<file path="src/common/tick_accum_pkg.sv">
/*
 * Constants for the periodic tick and pulse accumulator block.
 * Assumes an APB slave with 32-bit data and byte offsets held as register indexes.
 */
package tick_accum_pkg;

	// Register indexes; byte address is four times the index.
	localparam logic [7:0] IDX_MASK = 8'h24;
	localparam logic [7:0] IDX_FLAGS = 8'h25;
	localparam logic [7:0] IDX_CTRL = 8'h26;
	localparam logic [7:0] IDX_COUNT = 8'h27;

	// Field positions shared by the mask and flag registers.
	localparam int BIT_MAIN_OVF = 7;
	localparam int BIT_TICK = 6;
	localparam int BIT_ACC_OVF = 5;
	localparam int BIT_ACC_EDGE = 4;
	localparam logic [7:0] MASK_IMPL = 8'hf3;
	localparam logic [7:0] FLAGS_IMPL = 8'hf0;
	localparam logic [7:0] CTRL_IMPL = 8'h77;
	localparam logic [7:0] MASK_RESET = 8'h00;
	localparam logic [7:0] FLAGS_RESET = 8'h00;
	localparam logic [7:0] CTRL_RESET = 8'h00;

	// Control register fields.
	localparam int BIT_ACC_EN = 6;
	localparam int BIT_ACC_GATED = 5;
	localparam int BIT_ACC_EDGE_LVL = 4;
	localparam int BIT_CH_SEL = 2;
	localparam int BIT_RATE_HI = 1;
	localparam int BIT_RATE_LO = 0;

	// Timing: tick base is 2^12 cycles, gated accumulation tick is 64 cycles.
	localparam int TICK_BASE_LOG2 = 12;
	localparam int TICK_DIV_W = 15;
	localparam int GATE_DIV_LOG2 = 6;

endpackage

</file>
<file path="src/hdl/tick_accum.sv">
/*
 * Periodic tick generator and 8-bit pulse accumulator with APB registers.
 * Assumes pclk is the E clock and the accumulator pin is asynchronous to it.
 */
`timescale 1ns/1ps
module tick_accum
	import tick_accum_pkg::*;
(
	input wire logic pclk,
	input wire logic presetn,
	input wire logic psel,
	input wire logic penable,
	input wire logic pwrite,
	input wire logic [11:0] paddr,
	input wire logic [31:0] pwdata,
	input wire logic [3:0] pstrb,
	output logic [31:0] prdata,
	output logic pready,
	output logic pslverr,
	input wire logic accum_input_pin,
	input wire logic main_timer_wrap,
	output logic irq_req,
	output logic capture_channel_four,
	output logic compare_channel_five
);

	/********************************************************************
	 * Bus decode
	 ********************************************************************/
	logic [7:0] mask_r;
	logic [7:0] flags_r;
	logic [7:0] ctrl_r;
	logic [7:0] count_r;
	logic [7:0] flags_nxt;
	logic [7:0] count_nxt;

	wire logic [9:0] word_idx = paddr[11:2];
	wire logic hit_mask = word_idx == {2'h0, IDX_MASK};
	wire logic hit_flags = word_idx == {2'h0, IDX_FLAGS};
	wire logic hit_ctrl = word_idx == {2'h0, IDX_CTRL};
	wire logic hit_count = word_idx == {2'h0, IDX_COUNT};
	wire logic hit_any = hit_mask | hit_flags | hit_ctrl | hit_count;
	wire logic access = psel & penable;
	wire logic wr_lane = pstrb[0];
	wire logic wr_mask = access & pwrite & wr_lane & hit_mask;
	wire logic wr_flags = access & pwrite & wr_lane & hit_flags;
	wire logic wr_ctrl = access & pwrite & wr_lane & hit_ctrl;
	wire logic wr_count = access & pwrite & wr_lane & hit_count;
	// Read data is sampled in the setup cycle so it stands stable through access.
	wire logic rd_setup = psel & ~penable & ~pwrite;

	wire logic [7:0] rd_mux = hit_mask ? (mask_r & MASK_IMPL) :
		hit_flags ? (flags_r & FLAGS_IMPL) :
		hit_ctrl ? (ctrl_r & CTRL_IMPL) :
		hit_count ? count_r : 8'h00;

	/********************************************************************
	 * Pin synchroniser and edge detect
	 ********************************************************************/
	logic pin_s1_r;
	logic pin_s2_r;
	logic pin_d_r;

	wire logic edge_lvl = ctrl_r[BIT_ACC_EDGE_LVL];
	wire logic rise = pin_s2_r & ~pin_d_r;
	wire logic fall = ~pin_s2_r & pin_d_r;
	wire logic sel_edge = edge_lvl ? rise : fall;
	// Active level for gating: inhibit on zero when edge bit 0, on one when 1.
	wire logic gate_active = edge_lvl ? ~pin_s2_r : pin_s2_r;

	/********************************************************************
	 * Dividers
	 ********************************************************************/
	logic [TICK_DIV_W-1:0] tick_div_r;
	logic [GATE_DIV_LOG2-1:0] gate_div_r;

	wire logic [1:0] rate = {ctrl_r[BIT_RATE_HI], ctrl_r[BIT_RATE_LO]};
	wire logic [TICK_DIV_W-1:0] tick_mask =
		TICK_DIV_W'((32'h1 << (TICK_BASE_LOG2 + int'(rate))) - 32'h1);
	// Divider never stops, so the period runs from timeout to timeout.
	wire logic tick = (tick_div_r & tick_mask) == tick_mask;
	wire logic gate_tick = &gate_div_r;

	/********************************************************************
	 * Accumulator
	 ********************************************************************/
	wire logic acc_en = ctrl_r[BIT_ACC_EN];
	wire logic gated = ctrl_r[BIT_ACC_GATED];
	wire logic acc_inc = acc_en & (gated ? (gate_tick & gate_active) : sel_edge);
	wire logic acc_wrap = acc_inc & ~wr_count & (count_r == 8'hff);
	wire logic edge_evt = acc_en & sel_edge;

	always_comb begin
		count_nxt = count_r;
		if (wr_count) begin
			count_nxt = pwdata[7:0];
		end else if (acc_inc) begin
			count_nxt = 8'(count_r + 8'h01);
		end
	end

	always_comb begin
		flags_nxt = flags_r;
		if (wr_flags) begin
			flags_nxt = flags_r & ~(pwdata[7:0] & FLAGS_IMPL);
		end
		if (main_timer_wrap) begin
			flags_nxt[BIT_MAIN_OVF] = 1'b1;
		end
		if (tick) begin
			flags_nxt[BIT_TICK] = 1'b1;
		end
		if (acc_wrap) begin
			flags_nxt[BIT_ACC_OVF] = 1'b1;
		end
		if (edge_evt) begin
			flags_nxt[BIT_ACC_EDGE] = 1'b1;
		end
	end

	/********************************************************************
	 * Registers
	 ********************************************************************/
	always_ff @(posedge pclk or negedge presetn) begin
		if (!presetn) begin
			pin_s1_r <= 1'b0;
			pin_s2_r <= 1'b0;
			pin_d_r <= 1'b0;
			tick_div_r <= '0;
			gate_div_r <= '0;
		end else begin
			pin_s1_r <= accum_input_pin;
			pin_s2_r <= pin_s1_r;
			pin_d_r <= pin_s2_r;
			tick_div_r <= TICK_DIV_W'(tick_div_r + 1'b1);
			gate_div_r <= GATE_DIV_LOG2'(gate_div_r + 1'b1);
		end
	end

	always_ff @(posedge pclk or negedge presetn) begin
		if (!presetn) begin
			mask_r <= MASK_RESET;
			flags_r <= FLAGS_RESET;
			ctrl_r <= CTRL_RESET;
		end else begin
			if (wr_mask) begin
				mask_r <= pwdata[7:0] & MASK_IMPL;
			end
			if (wr_ctrl) begin
				ctrl_r <= pwdata[7:0] & CTRL_IMPL;
			end
			flags_r <= flags_nxt;
		end
	end

	// The count has no reset so it keeps its value across reset.
	always_ff @(posedge pclk) begin
		count_r <= count_nxt;
	end

	always_ff @(posedge pclk or negedge presetn) begin
		if (!presetn) begin
			prdata <= 32'h0000_0000;
			pready <= 1'b0;
			pslverr <= 1'b0;
			irq_req <= 1'b0;
			capture_channel_four <= 1'b0;
			compare_channel_five <= 1'b1;
		end else begin
			if (rd_setup) begin
				prdata <= {24'h000000, rd_mux};
			end
			pready <= psel & ~penable;
			pslverr <= psel & ~penable & ~hit_any;
			irq_req <= |(flags_nxt & mask_r & FLAGS_IMPL);
			capture_channel_four <= ctrl_r[BIT_CH_SEL];
			compare_channel_five <= ~ctrl_r[BIT_CH_SEL];
		end
	end

	/********************************************************************
	 * Assertions
	 ********************************************************************/
	// The count has no reset, so it is unknown until software first writes it.
	// Checks that compare the count with its past value wait for that write so they never judge an unknown value.
	logic count_loaded_r;

	always_ff @(posedge pclk or negedge presetn) begin
		if (!presetn) begin
			count_loaded_r <= 1'b0;
		end else if (wr_count) begin
			count_loaded_r <= 1'b1;
		end
	end

	property p_tick_sets_flag;
		@(posedge pclk) disable iff (!presetn) tick |=> flags_r[BIT_TICK];
	endproperty
	a_tick_sets_flag: assert property (p_tick_sets_flag) else $error("tick flag not set");

	property p_first_tick;
		@(posedge pclk) disable iff (!presetn)
			$rose(presetn) |-> !flags_r[BIT_TICK] [*8];
	endproperty
	a_first_tick: assert property (p_first_tick) else $error("tick flag early");

	property p_w1c;
		@(posedge pclk) disable iff (!presetn)
			wr_flags && pwdata[BIT_TICK] && !tick |=> !flags_r[BIT_TICK];
	endproperty
	a_w1c: assert property (p_w1c) else $error("flag not cleared");

	property p_set_wins;
		@(posedge pclk) disable iff (!presetn)
			wr_flags && edge_evt |=> flags_r[BIT_ACC_EDGE];
	endproperty
	a_set_wins: assert property (p_set_wins) else $error("set lost to clear");

	property p_irq;
		@(posedge pclk) disable iff (!presetn)
			irq_req |-> |($past(flags_nxt) & $past(mask_r) & FLAGS_IMPL);
	endproperty
	a_irq: assert property (p_irq) else $error("spurious irq");

	property p_disabled;
		@(posedge pclk) disable iff (!presetn)
			count_loaded_r && !acc_en && !wr_count |=> count_r == $past(count_r);
	endproperty
	a_disabled: assert property (p_disabled) else $error("count moved while off");

	property p_wrap;
		@(posedge pclk) disable iff (!presetn)
			acc_inc && !wr_count && count_r == 8'hff |=> count_r == 8'h00 && flags_r[BIT_ACC_OVF];
	endproperty
	a_wrap: assert property (p_wrap) else $error("wrap wrong");

	property p_event_inc;
		@(posedge pclk) disable iff (!presetn)
			count_loaded_r && acc_en && !gated && sel_edge && !wr_count
			|=> count_r == 8'($past(count_r) + 8'h01);
	endproperty
	a_event_inc: assert property (p_event_inc) else $error("edge not counted");

	property p_gated_hold;
		@(posedge pclk) disable iff (!presetn)
			count_loaded_r && gated && !(gate_tick && gate_active) && !wr_count
			|=> count_r == $past(count_r);
	endproperty
	a_gated_hold: assert property (p_gated_hold) else $error("gated count moved");

	property p_count_write;
		@(posedge pclk) disable iff (!presetn)
			wr_count |=> count_r == $past(pwdata[7:0]);
	endproperty
	a_count_write: assert property (p_count_write) else $error("count write lost");

	property p_unimpl_flags;
		@(posedge pclk) disable iff (!presetn) flags_r[3:0] == 4'h0;
	endproperty
	a_unimpl_flags: assert property (p_unimpl_flags) else $error("low flag bits set");

	property p_irq_match;
		@(posedge pclk) disable iff (!presetn)
			irq_req == |(flags_r & $past(mask_r) & FLAGS_IMPL);
	endproperty
	a_irq_match: assert property (p_irq_match) else $error("irq not flag and mask");

	property p_reserved;
		@(posedge pclk) disable iff (!presetn) prdata[31:8] == 24'h000000;
	endproperty
	a_reserved: assert property (p_reserved) else $error("upper bits set");

	property p_chsel;
		@(posedge pclk) disable iff (!presetn)
			capture_channel_four != compare_channel_five;
	endproperty
	a_chsel: assert property (p_chsel) else $error("channel select broken");

	c_tick: cover property (@(posedge pclk) disable iff (!presetn) tick);
	c_wrap: cover property (@(posedge pclk) disable iff (!presetn) acc_wrap);
	c_gated: cover property (@(posedge pclk) disable iff (!presetn) gated && acc_inc);
	c_irq: cover property (@(posedge pclk) disable iff (!presetn) $rose(irq_req));

endmodule

</file>
<file path="config.mk">
export PLATFORM = sky130hd
export DESIGN_NAME = tick_accum
export DESIGN_NICKNAME = d
export VERILOG_FILES = /design/src/common/tick_accum_pkg.sv /design/src/hdl/tick_accum.sv
export SDC_FILE = /design/constraint.sdc
export NUM_CORES = 1
export LEC_CHECK = 0
export BUFFER_PORTS_ARGS = -buffer_cell sky130_fd_sc_hd__buf_2
export CAP_MARGIN = 20
export CORE_MARGIN = 1
export CORE_UTILIZATION = 55
export DETAILED_ROUTE_END_ITERATION = 10
export PLACE_DENSITY_LB_ADDON = 0.15
export SLEW_MARGIN = 40
export SYNTH_ARGS = -nofsm -noshare
export SYNTH_HDL_FRONTEND = slang
export SYNTH_SLANG_ARGS = --single-unit
</file>
<file path="constraint.sdc">
create_clock -name pclk -period 3 [get_ports pclk]
set_input_delay 0.3 -clock pclk [delete_from_list [all_inputs] [get_ports pclk]]
set_output_delay 0.3 -clock pclk [all_outputs]
set_load 0.01 [all_outputs]
</file>
# Word-level counts from Yosys, hierarchy flattened
# Index checks and enable logic that the tools add are counted.
# Widths: inputs -> output; s select.
dict set report word_totals {
  register_bits 65
  out_inout_bits 37
  word_cells 75
}
dict set report classes {
  add_sub_neg 5
  n_eq_ne 6
  shift 1
  mux 14
  bitwise_logic 31
  reduce_logical 3
}
# operator n
set ops {}
lappend ops {{$mux 8} 7}
lappend ops {{$eq 10x6->1 const B} 4}
lappend ops {{$and 1x1->1} 17}
lappend ops {{$and 8x8->8} 2}
lappend ops {{$add 15x1->15 const B} 1}
lappend ops {{$and 15x15->15} 1}
lappend ops {{$eq 15x15->1} 1}
lappend ops {{$shl 1x5->15 const A} 1}
lappend ops {{$sub 15x1->15 const B} 1}
lappend ops {{$add 8x1->8 const B} 1}
lappend ops {{$eq 8x8->1 const B} 1}
lappend ops {{$not 8->8} 1}
lappend ops {{$mux 1} 7}
lappend ops {{$not 1->1} 7}
lappend ops {{$add 6x1->6 const B} 1}
lappend ops {{$reduce_and 6->1} 1}
lappend ops {{$add 4x2->5 const A} 1}
lappend ops {{$reduce_or 4->1} 1}
lappend ops {{$or 1x1->1} 3}
lappend ops {{$reduce_bool 2->1} 1}

# Depth between registers and ports, before layout
# Gate-level depths: netlist of run 1.
dict set report logic_depth {
  word_depth 10
  mapped_depth 7
}

# Worst setup path after synthesis of run 1
# OpenSTA, ideal clock, no wires.
dict set report synth_path {
  path_kind {input -> register}
  start {input paddr[11]}
  end {register count_r[0], enable pin}
  arrival_time_ns 1.847
  t_required_ns 2.671
  path_slack_ns 0.824
  path_stages 5
  cell_sequence {or4b_1 > or2_1 > buf_6 > or3_1 > nand2_1}
}
dict set report synth_between {
  elab_chain_len 3
}
# item line
set synth_lines {}
lappend synth_lines {{start, declared} tick_accum.sv:14} ;# input wire logic [11:0] paddr,
lappend synth_lines {{$eq 10x6->1} tick_accum.sv:41} ;# wire logic hit_count = word_idx == {2'h0, IDX_COUNT};
lappend synth_lines {{$and 1x1->1} tick_accum.sv:48} ;# wire logic wr_count = access & pwrite & wr_lane & hit_count;
lappend synth_lines {{$reduce_bool 2->1 (no line)} n/a}
lappend synth_lines {{end signal, assigned} tick_accum.sv:158} ;# count_r <= count_nxt;
lappend synth_lines {{end, declared} tick_accum.sv:33} ;# logic [7:0] count_r;
# Every way passes these cells.
# A chain may end at the register's enable or synchronous reset.

# Worst setup path in the final report of run 1
dict set report layout_path {
  start {input paddr[11]}
  end {register count_r[3], enable pin}
}
# Same word-level chain as after synthesis.

==> metrics.csv, run 1 <==
metric,value,unit
status,"complete, no violations",
CP Max Fanout,8,
Setup crit start kind,input port,
initial drt markers,106,
CTS sink count,61,
Post-synth EDFFs,8,
Synth Cell Area,2930,sq um
slew at the pin with the worst max-slew slack,0.649,ns
grt ovf,0,
number of gates resized after cts,0,
clock tree buffer depth,2,
layout cells sized above 1,26.1,%
vias in the first global route,1780,
RSZ-0062 raised after global routing,no,
Layout Cells excl Fill,365,
max-capacitance violation count,0,
Num CTS Buffers,9,
overall routing resource usage,20.7,%
Seq cells post-synth,61,
post-synthesis adder-cell area fraction,1.28,%
initial antenna violation count,0,
Initial Util,57.3,%
Post-CTS Hold Buffers,0,
synthesized area per cell,11.9,sq um
Final HPWL DP,3500,um
CTS Root Cell,clkbuf_8,
"Period Utilization, post-route",72.5,%
Post-synth ARST share,86.9,%
Detailed Routing Iterations Pass 1,4,
H-tree Lvls,3,
vias post-DR,1838,
final hold violations,0,
# DRC,0,
Syn-to-layout area delta,11.0,%
Gate Count Post-Synth,246,
CTS tree,yes,
power per cell area,466,nW/um^2
compound-gate portion of the synthesized area,7.44,%
Final nets,348,
fin util,63.6,%
CP Class,input port to flop,
Syn. warnings,0,
Post-CTS Setup Repair Bufs,0,
CP Capture Type,flop,
GPL Wtd Cong,0.776,
Worst EP required,3.00,ns
register area share after synthesis,53.6,%
final setup fails,0,
top_reg_cell synth,dfrtp_1,
worst hold-check path type,input port to async pin,
Final Critical Period,2.17,ns
fmax,460,MHz
DR vias/cell,5.04,
largest net degree at the start of global routing,54,
Die Height,74.9,um
Fin Setup TNS,0,ns
simple-gate share of the synthesized area,14.6,%
Leak,0.00155,uW
clk_lat worst skew,0.33,ns
Yosys cell types,49,
main combinational cell family by area after synthesis,simple AND/OR/NAND/NOR gates,
"Data arrival, critical path",2.17,ns
Detail Route Antenna Nets,0,
Worst Skew,0.00631,ns
Max VDD drop,0.364,mV
num ports,92,
IO buf count,38,
fin. max-slew vios,0,
die area,5610,sq um
WL per Instance,13.6,um
FP Rows,26,
relative slew slack,56.7,%
Core Area,5110,sq um
Placed Cells,349,
final wirelength,4950,um
post-synthesis mux area share,8.00,%
first-pass GRT wire length,8230,um
Die X,74.9,um
n_diodes,0,
"CTS clk-pin slew, worst paths",0.06,ns
xor-xnor portion of the synthesized cell area,7.19,%
[worst max-delay path: stages]
cell     delay, ns
buf_2         0.09
or4b_1        0.58
or2_1         0.37
or3_1         0.50
nand2_1       0.32
[per-stage QoR]
step           power [uW]  setup WS, ns  cell area (sq um)  hold slack (ns)
5_1_grt              1570         0.702               3250           0.0557
3_5_place_dp          935         0.487               3090            0.340
4_1_cts              1520         0.819               3250           0.0604
3_3_place_gp          934         0.479               3090            0.334
2_1_floorplan         918         0.824               3010          0.00441
6_report             1510         0.826               3250           0.0602
[cell type report]
class	instances	area, sq um
Tap cell	70	87.6
Inverter	4	15.0
Fill cell	438	1860
Clock buffer	13	139
Multi-Input combinational cell	174	1220
Timing Repair Buffer	40	205
Clock inverter	3	15.0
Sequential cell	61	1570
[worst paths after layout]
kind	from	endpoint	slack (ns)	cells after the start
setup / recovery	paddr[11]	count_r[3]	0.83	5
setup reg to reg	tick_div_r[0]	irq_req	0.90	6
hold reg to reg	pin_s1_r	pin_s2_r	0.35	0
min in group pclk	accum_input_pin	pin_s1_r	0.07	1
max in group asynchronous	presetn	flags_r[5]	2.49	2
hold / removal	presetn	pready	0.06	2
[report_power, final]
group | switching, uW | internal (uW) | total, uW
sequential | 2.04 | 840 | 842
clock | 299 | 296 | 595
combinational | 51.5 | 24.5 | 76.0
[sequential cells by signal (all words and copies together), names as in the netlist]
name	flops
pin_d_r	1
irq_req	1
mask_r	6
flags_r	4
ctrl_r	6
prdata	8
pready	1
pin_s2_r	1
pslverr	1
tick_div_r	15
gate_div_r	6
compare_channel_five	1
capture_channel_four	1
pin_s1_r	1
count_r	8
[synthesized netlist by cell type, drive strengths merged (3+ instances only)]
cell	number	share of area [%]
mux4	3	2.3
or4b	3	1.2
xor2	10	3.0
and3	6	1.3
ha	3	1.3
inv	4	0.51
clkbuf	4	0.51
a22o	8	2.4
mux2	13	5.0
nand4	5	1.1
nand3	13	2.2
nor2	7	0.90
edfxtp	8	8.2
nor3	4	1.2
buf	26	6.7
o21ai	9	1.5
xnor2	14	4.2
nand2b	4	0.86
dfrtp	52	44
and2	4	0.90
nand2	21	2.7
[cells by family (layout without fill, tap and decap cells)]
logic type,count (synthesis),count (layout)
mux,18,18
other cells,1,24
xor+xnor,24,24
flops,61,61
compound gates,30,30
buf+inv,34,60
fa+ha+maj,3,3
simple gates,75,75
[cells in the final DEF, fill, tap and decap left out, types with 3 or more instances in the layout]
master and count:
xor2_1 10, o21ai_0 9, and2_1 3, mux4_2 3, dfrtp_1 52, nand3_1 13, ha_1 3, xnor2_1 14
mux2_2 13, clkinv_2 3, nand2b_1 4, conb_1 24, a22o_1 8, nor2_1 7, nand2_1 21, nand4_1 5
edfxtp_1 8, and3_1 6, buf_2 38, clkbuf_1 4, inv_1 4, clkbuf_8 9
[routing by layer]
| layer | part of all wire [%] | vias up | track usage (%) | routed length (um) |
|---|---|---|---|---|
| li1 | - | 910 | - | - |
| met1 | 46 | 869 | 25.8 | 2260 |
| met2 | 47 | 52 | 33.2 | 2350 |
| met3 | 5.4 | 7 | 6.69 | 268 |
| met4 | 1.5 | 0 | 9.43 | 73 |
| met5 | 0 | - | 0 | 0 |
(Power assumes the default switching activity.)
==> inputs of run 2 (changes only) <==
Settings changed: ABC_AREA set to 1, CORE_UTILIZATION 55 to 51.
Clock period 3 ns to 2.3 ns, I/O delays scaled along.
==> run 2 against run 1 <==
Utilization is 2.4 points lower. First-iteration DRC count is 0.94% lower. Sequential share of layout area is 2.9 points lower. Cell area is 6.3% higher. Die area is 12% higher. Non-clock buffer count is 6 higher. Clock skew is 0.00075 ns lower. Combinational power is 45% higher. Critical path depth is 4 higher. Hold slack better by 0.029 ns. Count of clock-buffer cells in the layout is 2 lower. Global-route usage is 0.51 points higher. Critical endpoint is now irq_req. Largest power group unchanged. Highest routed layer unchanged.
==> metrics.csv, run 2 <==
metric,value,unit,change
status,"complete, no violations",,unchanged
Post-synth EDFFs,8,,unchanged
clock tree buffer depth,2,,unchanged
fmax,582,MHz,
Reg2Reg Depth,9,,was 6
final wirelength,5770,um,was 4950 um
most frequent cells in the layout,"nand2_1, dfrtp_1, nand3_1, buf_2, inv_1",,"was dfrtp_1, buf_2, conb_1"
slew at the pin with the worst max-slew slack,0.684,ns,was 0.649 ns
Final HPWL DP,4360,um,was 3500 um
worst reg2reg startpoint,tick_div_r[0],,unchanged
CP Capture Type,flop,,unchanged
Worst Skew,0.00556,ns,was 0.00631 ns
Initial Util,54.0,%,was 57.3%
FP Rows,27,,was 26
Synth Cell Area,3050,sq um,was 2930 sq um
first-pass GRT wire length,9790,um,was 8230 um
RSZ-0062 raised after global routing,no,,unchanged
register area share after synthesis,51.4,%,was 53.6%
Internal,1580,uW,was 1160 uW
Leak,0.00176,uW,was 0.00155 uW
CTS sink count,61,,unchanged
Die Height,79.3,um,was 74.9 um
Post-synth ARST share,86.9,%,unchanged
max FFs per register,15,,unchanged
Min-Delay Endpoint,pready,,
# DRC,0,,unchanged
num ports,92,,unchanged
CTS tree,yes,,unchanged
"Largest delay share family, worst path",simple AND/OR/NAND/NOR gates,,unchanged
CP Max Fanout,4,,was 8
Core Area,5640,sq um,was 5110 sq um
Fin Setup TNS,0,ns,unchanged
Final Critical Period,1.72,ns,
vias post-DR,2256,,was 1838
DR vias/cell,4.90,,was 5.04
overall routing resource usage,21.3,%,was 20.7%
WL per Instance,12.5,um,was 13.6 um
Synth area leader,dfrtp_1,,unchanged
combinational share of power,5.2,%,was 5.0%
sw frac,24.8,%,was 23.3%
FILL cells,511,,was 438
Gate Count Post-Synth,332,,was 246
largest registers,"tick_div_r: 15 flops, count_r: 8 flops, prdata: 8 flops",,unchanged
commonest cells in the netlist,"nand2_1, dfrtp_1, nand3_1",,"was dfrtp_1, buf_4, nand2_1"
"CTS clk-pin slew, worst paths",0.07,ns,was 0.06 ns
Num CTS Buffers,9,,unchanged
final hold violations,0,,unchanged
Worst EP required,2.58,ns,was 3.00 ns
"Period Utilization, post-route",74.7,%,
top_reg_cell synth,dfrtp_1,,unchanged
crit-path most repeated cell,nand2_1,,
Die X,79.3,um,was 74.9 um
largest net degree at the start of global routing,33,,was 54
layout cells sized above 1,20.4,%,was 26.1%
initial antenna violation count,0,,unchanged
H-tree Lvls,3,,unchanged
Hold Path Stages,2,,
number of gates resized after cts,0,,unchanged
Detailed Routing Iterations Pass 1,4,,unchanged
Seq cells post-synth,61,,unchanged
Yosys cell types,34,,was 49
top-count cell post-synth,nand2_1,,was dfrtp_1
Layout Cells excl Fill,460,,was 365
hold path startpoint,penable,,
post-synth top area share,42.7,%,was 44.5%
CTS Root Cell,clkbuf_8,,unchanged
clock power share,42.6,%,was 39.3%
Max VDD drop,0.286,mV,was 0.364 mV
critical path's largest stage delay,0.37,ns,was 0.58 ns
WP buf/inv,0,,was 1
initial drt markers,105,,was 106
Biggest register,tick_div_r,,unchanged
fin. max-slew vios,0,,unchanged
clk_lat worst skew,0.35,ns,was 0.33 ns
Detail Route Antenna Nets,0,,unchanged
NetSw,522,uW,was 352 uW
"commonest non-fill, non-tap cell in the layout",nand2_1,,was dfrtp_1
Syn-to-layout area delta,13.2,%,was 11.0%
die area,6290,sq um,was 5610 sq um
Seq pwr share,52.2,%,was 55.7%
Area contributors post-synth,"dfrtp_1, edfxtp_1, nand2_1, buf_4, nand3_1",,"was dfrtp_1, edfxtp_1, buf_4, mux2_2, xnor2_1"
final setup fails,0,,unchanged
synthesized area per cell,9.18,sq um,was 11.9 sq um
Syn. warnings,0,,unchanged
grt ovf,0,,unchanged
CP max-delay cell,dfrtp_1,,was or4b_1
power per cell area,610,nW/um^2,was 466 nW/um^2
Final nets,441,,was 348
CP Class,flop to flop,,was input port to flop
worst hold-check path type,input port to flop,,was input port to async pin
Placed Cells,442,,was 349
max-capacitance violation count,0,,unchanged
n_diodes,0,,unchanged
relative slew slack,54.4,%,was 56.7%
Reg2Reg Setup Slack,0.58,ns,was 0.90 ns
GPL Wtd Cong,0.838,,was 0.776
IO buf count,38,,unchanged
crit path cell chain,"ha_1, nand2_1, nor2_1, nand3_1, nor2_1, nand2_1, nand2_1, nand2_1, nand4_1",,"was buf_2, or4b_1, or2_1, or3_1, nand2_1"
vias in the first global route,2085,,was 1780
FF-to-FF End,irq_req,,unchanged
"Data arrival, critical path",2.00,ns,was 2.17 ns
Setup crit start kind,flop,,was input port
## run 2: changes by cell type after synthesis, sizes merged, moves of 9 or more
cell / previous run / this run
inv: 4 / 33
mux2: 13 / 3
nand2: 21 / 65
nand3: 13 / 39
nor2: 7 / 26
o21ai: 9 / 20
xnor2: 14 / 2
xor2: 10 / 19
## run 2: logic make-up after synthesis
| kind of cell | share of synthesized area, % |
|---|---|
| compound gates | 5.25 |
| xor+xnor | 6.03 |
| fa+ha+maj | 1.23 |
| buf+inv | 11.1 |
| flops | 51.4 |
| mux | 1.23 |
| other cells | 0.123 |
| simple gates | 23.6 |
## run 2: area by class of cell
cell class,count,area (sq um),share of cell area (%)
flip-flops and latches,61,1570,45.4
multi-input cells,232,1230,35.6
clock inverters,5,32.5,0.943
well taps,72,90.1,2.61
clock buffers,11,153,4.42
inverters,33,124,3.59
repair buffers,46,255,7.40
## run 2: power groups by stage
| stage | Clock [uW] | Sequential, uW | Combinational, uW |
|---|---|---|---|
| global placement | 0 | 1120 | 108 |
| finish | 896 | 1100 | 110 |
| CTS | 912 | 1100 | 111 |
| global route | 958 | 1100 | 126 |
| detailed placement | 0 | 1120 | 108 |
| floorplan | 0 | 1120 | 76.6 |
## run 2: worst register-to-register path, stage by stage, from the launching register on
cell,delay (ns)
dfrtp_1,0.37
ha_1,0.19
nand2_1,0.06
nor2_1,0.24
nand3_1,0.21
nor2_1,0.20
nand2_1,0.13
nand2_1,0.11
nand2_1,0.05
nand4_1,0.09
## run 2: stage by stage
step / setup WS, ns / cell area (sq um) / total power [uW] / hold WS, ns / util, %
2_1_floorplan: 0.505 / 3130 / 1200 / -0.0656 / -
3_3_place_gp: 0.424 / 3250 / 1230 / 0.308 / 57.5
3_5_place_dp: 0.418 / 3250 / 1230 / 0.314 / 57.5
4_1_cts: 0.571 / 3450 / 2120 / 0.0750 / 61.2
5_1_grt: 0.322 / 3450 / 2180 / 0.0876 / 61.2
6_report: 0.583 / 3450 / 2100 / 0.0891 / 61.2
## run 2: metal layers
metal | share of wire, % | GRT usage, % | up-vias
met1 | 49 | 30.0 | 1044
met5 | 0 | 0 | -
met4 | 1.8 | 10.9 | 0
met3 | 4.7 | 5.17 | 8
li1 | - | - | 1144
met2 | 44 | 30.2 | 60
## run 2: worst max path at each step
stage / to / startpoint / slack, ns / cells after the start
6_report: irq_req / tick_div_r[0] / 0.58 / 9
5_1_grt: irq_req / tick_div_r[0] / 0.32 / 9
4_1_cts: irq_req / tick_div_r[0] / 0.57 / 9
3_5_place_dp: count_r[3] / paddr[9] / 0.42 / 7
3_3_place_gp: mask_r[7] / paddr[9] / 0.42 / 9
2_1_floorplan: count_r[0] / gate_div_r[0] / 0.50 / 5
## run 2: timing repair
| item | in CTS | in global routing |
|---|---|---|
| hold buffers | 2 | 0 |
| endpoints found under the hold margin | 30 | 0 |
| setup buffers | 0 | 0 |
==> inputs of run 3 (changes only) <==
Settings changed: CORE_UTILIZATION 51 to 46.
Clock period 2.3 ns to 1.45 ns, I/O delays scaled along.
==> run 3 against run 2 <==
The run now ends with setup timing left. Total power grew 56%. First-iteration DRC count grew 34%. Non-clock buffer count grew 40. Combinational power grew 71%. Critical endpoint is now count_r[6].
==> metrics.csv, run 3 (synthesis gave the netlist of run 2 again) <==
metric,value,unit,change
Die X,83.4,um,was 79.3 um
H-tree Lvls,3,,unchanged
vias post-DR,2435,,was 2256
sw frac,25.0,%,was 24.8%
FP Rows,29,,was 27
Worst Skew,0.0115,ns,was 0.00556 ns
final wirelength,6520,um,was 5770 um
Reg2Reg Setup Slack,-0.03,ns,was 0.58 ns
CTS Root Cell,clkbuf_8,,unchanged
Layout Cells excl Fill,505,,was 460
Leak,0.00198,uW,was 0.00176 uW
Final Worst Setup Slack,-0.0303,ns,was 0.583 ns
Setup Slack @ Placement,-0.0665,ns,was 0.418 ns
FF-to-FF End,count_r[6],,was irq_req
max-capacitance violation count,0,,unchanged
Max VDD drop,0.490,mV,was 0.286 mV
CP Max Fanout,3,,was 4
Final nets,481,,was 441
Num CTS Buffers,9,,unchanged
Internal,2460,uW,was 1580 uW
status,finished with violations,,"was complete, no violations"
"Period Utilization, post-route",102,%,was 74.7%
"CTS clk-pin slew, worst paths",0.07,ns,about the same
Seq pwr share,53.2,%,was 52.2%
largest registers,"tick_div_r: 15 flops, count_r: 8 flops, prdata: 8 flops",,unchanged
initial antenna violation count,0,,unchanged
final hold violations,0,,unchanged
IO buf count,38,,unchanged
WL per Instance,12.9,um,was 12.5 um
first-pass GRT wire length,10800,um,was 9790 um
fin. max-slew vios,0,,unchanged
fmax,676,MHz,was 582 MHz
Final HPWL DP,4640,um,was 4360 um
GPL Wtd Cong,0.839,,was 0.838
Worst EP required,1.54,ns,was 2.58 ns
"Data arrival, critical path",1.57,ns,was 2.00 ns
final setup fails,1,,was 0
layout cells sized above 1,33.9,%,was 20.4%
Detail Route Antenna Nets,0,,unchanged
CTS tree,yes,,unchanged
Min-Delay Endpoint,ctrl_r[1],,was pready
Core Area,6390,sq um,was 5640 sq um
die area,6960,sq um,was 6290 sq um
CTS sink count,61,,unchanged
combinational share of power,5.7,%,was 5.2%
worst reg2reg startpoint,count_r[1],,was tick_div_r[0]
NetSw,817,uW,was 522 uW
hold path startpoint,pwdata[1],,was penable
"commonest non-fill, non-tap cell in the layout",nand2_1,,unchanged
Die Height,83.4,um,was 79.3 um
Syn-to-layout area delta,28.6,%,was 13.2%
vias in the first global route,2307,,was 2085
Biggest register,tick_div_r,,unchanged
n_diodes,0,,unchanged
DR vias/cell,4.82,,was 4.90
Setup crit start kind,flop,,unchanged
Reg2Reg Depth,6,,was 9
grt ovf,0,,unchanged
clock power share,41.1,%,was 42.6%
failing checks,setup timing,,
fin util,61.4,%,was 61.2%
Final Critical Period,1.48,ns,was 1.72 ns
CP Capture Type,flop,,unchanged
largest net degree at the start of global routing,54,,was 33
worst hold-check path type,input port to flop,,unchanged
RSZ-0062 raised after global routing,yes,,was no
power per cell area,836,nW/um^2,was 610 nW/um^2
Initial Util,47.7,%,was 54.0%
CP Class,flop to flop,,unchanged
power after layout,3280,uW,was 2100 uW
num ports,92,,unchanged
# DRC,0,,unchanged
Detailed Routing Iterations Pass 1,4,,unchanged
most frequent cells in the layout,"nand2_1, dfrtp_1, buf_4",,"was nand2_1, dfrtp_1, nand3_1, buf_2, inv_1"
Hold Path Stages,3,,was 2
initial drt markers,141,,was 105
overall routing resource usage,20.0,%,was 21.3%
clock tree buffer depth,2,,unchanged
max FFs per register,15,,unchanged
clk_lat worst skew,0.34,ns,was 0.35 ns
Placed Cells,481,,was 442
## run 3: changes by cell type in the layout (fill, tap and decap cells not counted), sizes merged
cell / previous run / this run
buf: 44 / 84
clkinv: 3 / 2
clkinvlp: 1 / 2
inv: 34 / 33
clkbuf: 11 / 12
## run 3: final cells by class
type	count	area (sq um)
Sequential cell	61	1570
Tap cell	77	96.3
Clock inverter	4	25.0
Inverter	33	124
Clock buffer	12	145
Fill cell	549	2470
Multi-Input combinational cell	232	1380
Timing Repair Buffer	86	584
## run 3: through the flow
step	setup TNS (ns)	area [sq um]	hold slack [ns]
2_1_floorplan	0	3140	-0.151
3_3_place_gp	-0.399	3540	0.160
3_5_place_dp	-0.584	3540	0.161
4_1_cts	-0.0881	3790	0.0165
5_1_grt	-0.610	3920	0.0315
6_report	-0.0303	3920	0.0241
## run 3: how the worst max path moves through the flow
stage          cells past startpoint    endpoint          start  slack [ns]
5_1_grt                            9     irq_req  tick_div_r[1]       -0.12
4_1_cts                            6  count_r[0]  gate_div_r[1]       -0.02
3_5_place_dp                       6  count_r[6]     count_r[0]       -0.07
6_report                           6  count_r[6]     count_r[1]       -0.03
3_3_place_gp                       7   ctrl_r[6]      paddr[11]       -0.05
2_1_floorplan                      6  count_r[6]     count_r[0]        0.02
## run 3: what timing repair did
action,4_1_cts,5_1_grt
hold buffers,2,0
pin swaps,5,7
setup buffers,2,4
endpoints found under the setup margin,11,17
endpoints found under the hold margin,53,0
gates resized for setup,12,25
## run 3: power by group through the flow
stage | clock (uW) | sequential, uW | combinational (uW)
CTS | 1370 | 1740 | 187
global placement | 0 | 1770 | 181
finish | 1350 | 1740 | 188
global route | 1450 | 1740 | 212
floorplan | 0 | 1780 | 122
detailed placement | 0 | 1770 | 182
## run 3: routing by layer
layer  vias up  share of wire (%)  track usage [%]  wire length [um]
li1       1225                  -                -                 -
met1      1124                 46             27.1              3020
met2        71                 47             30.3              3050
met3        15                4.8             4.47               312
met4         0                2.2             9.56               141
met5         -                  0                0                 0
## run 3: critical path: stages, from the launching register on
cell      delay, ns
edfxtp_1       0.46
ha_4           0.21
nand3_4        0.10
nor3_2         0.05
or2_2          0.28
nand3_2        0.07
o21ai_1        0.06
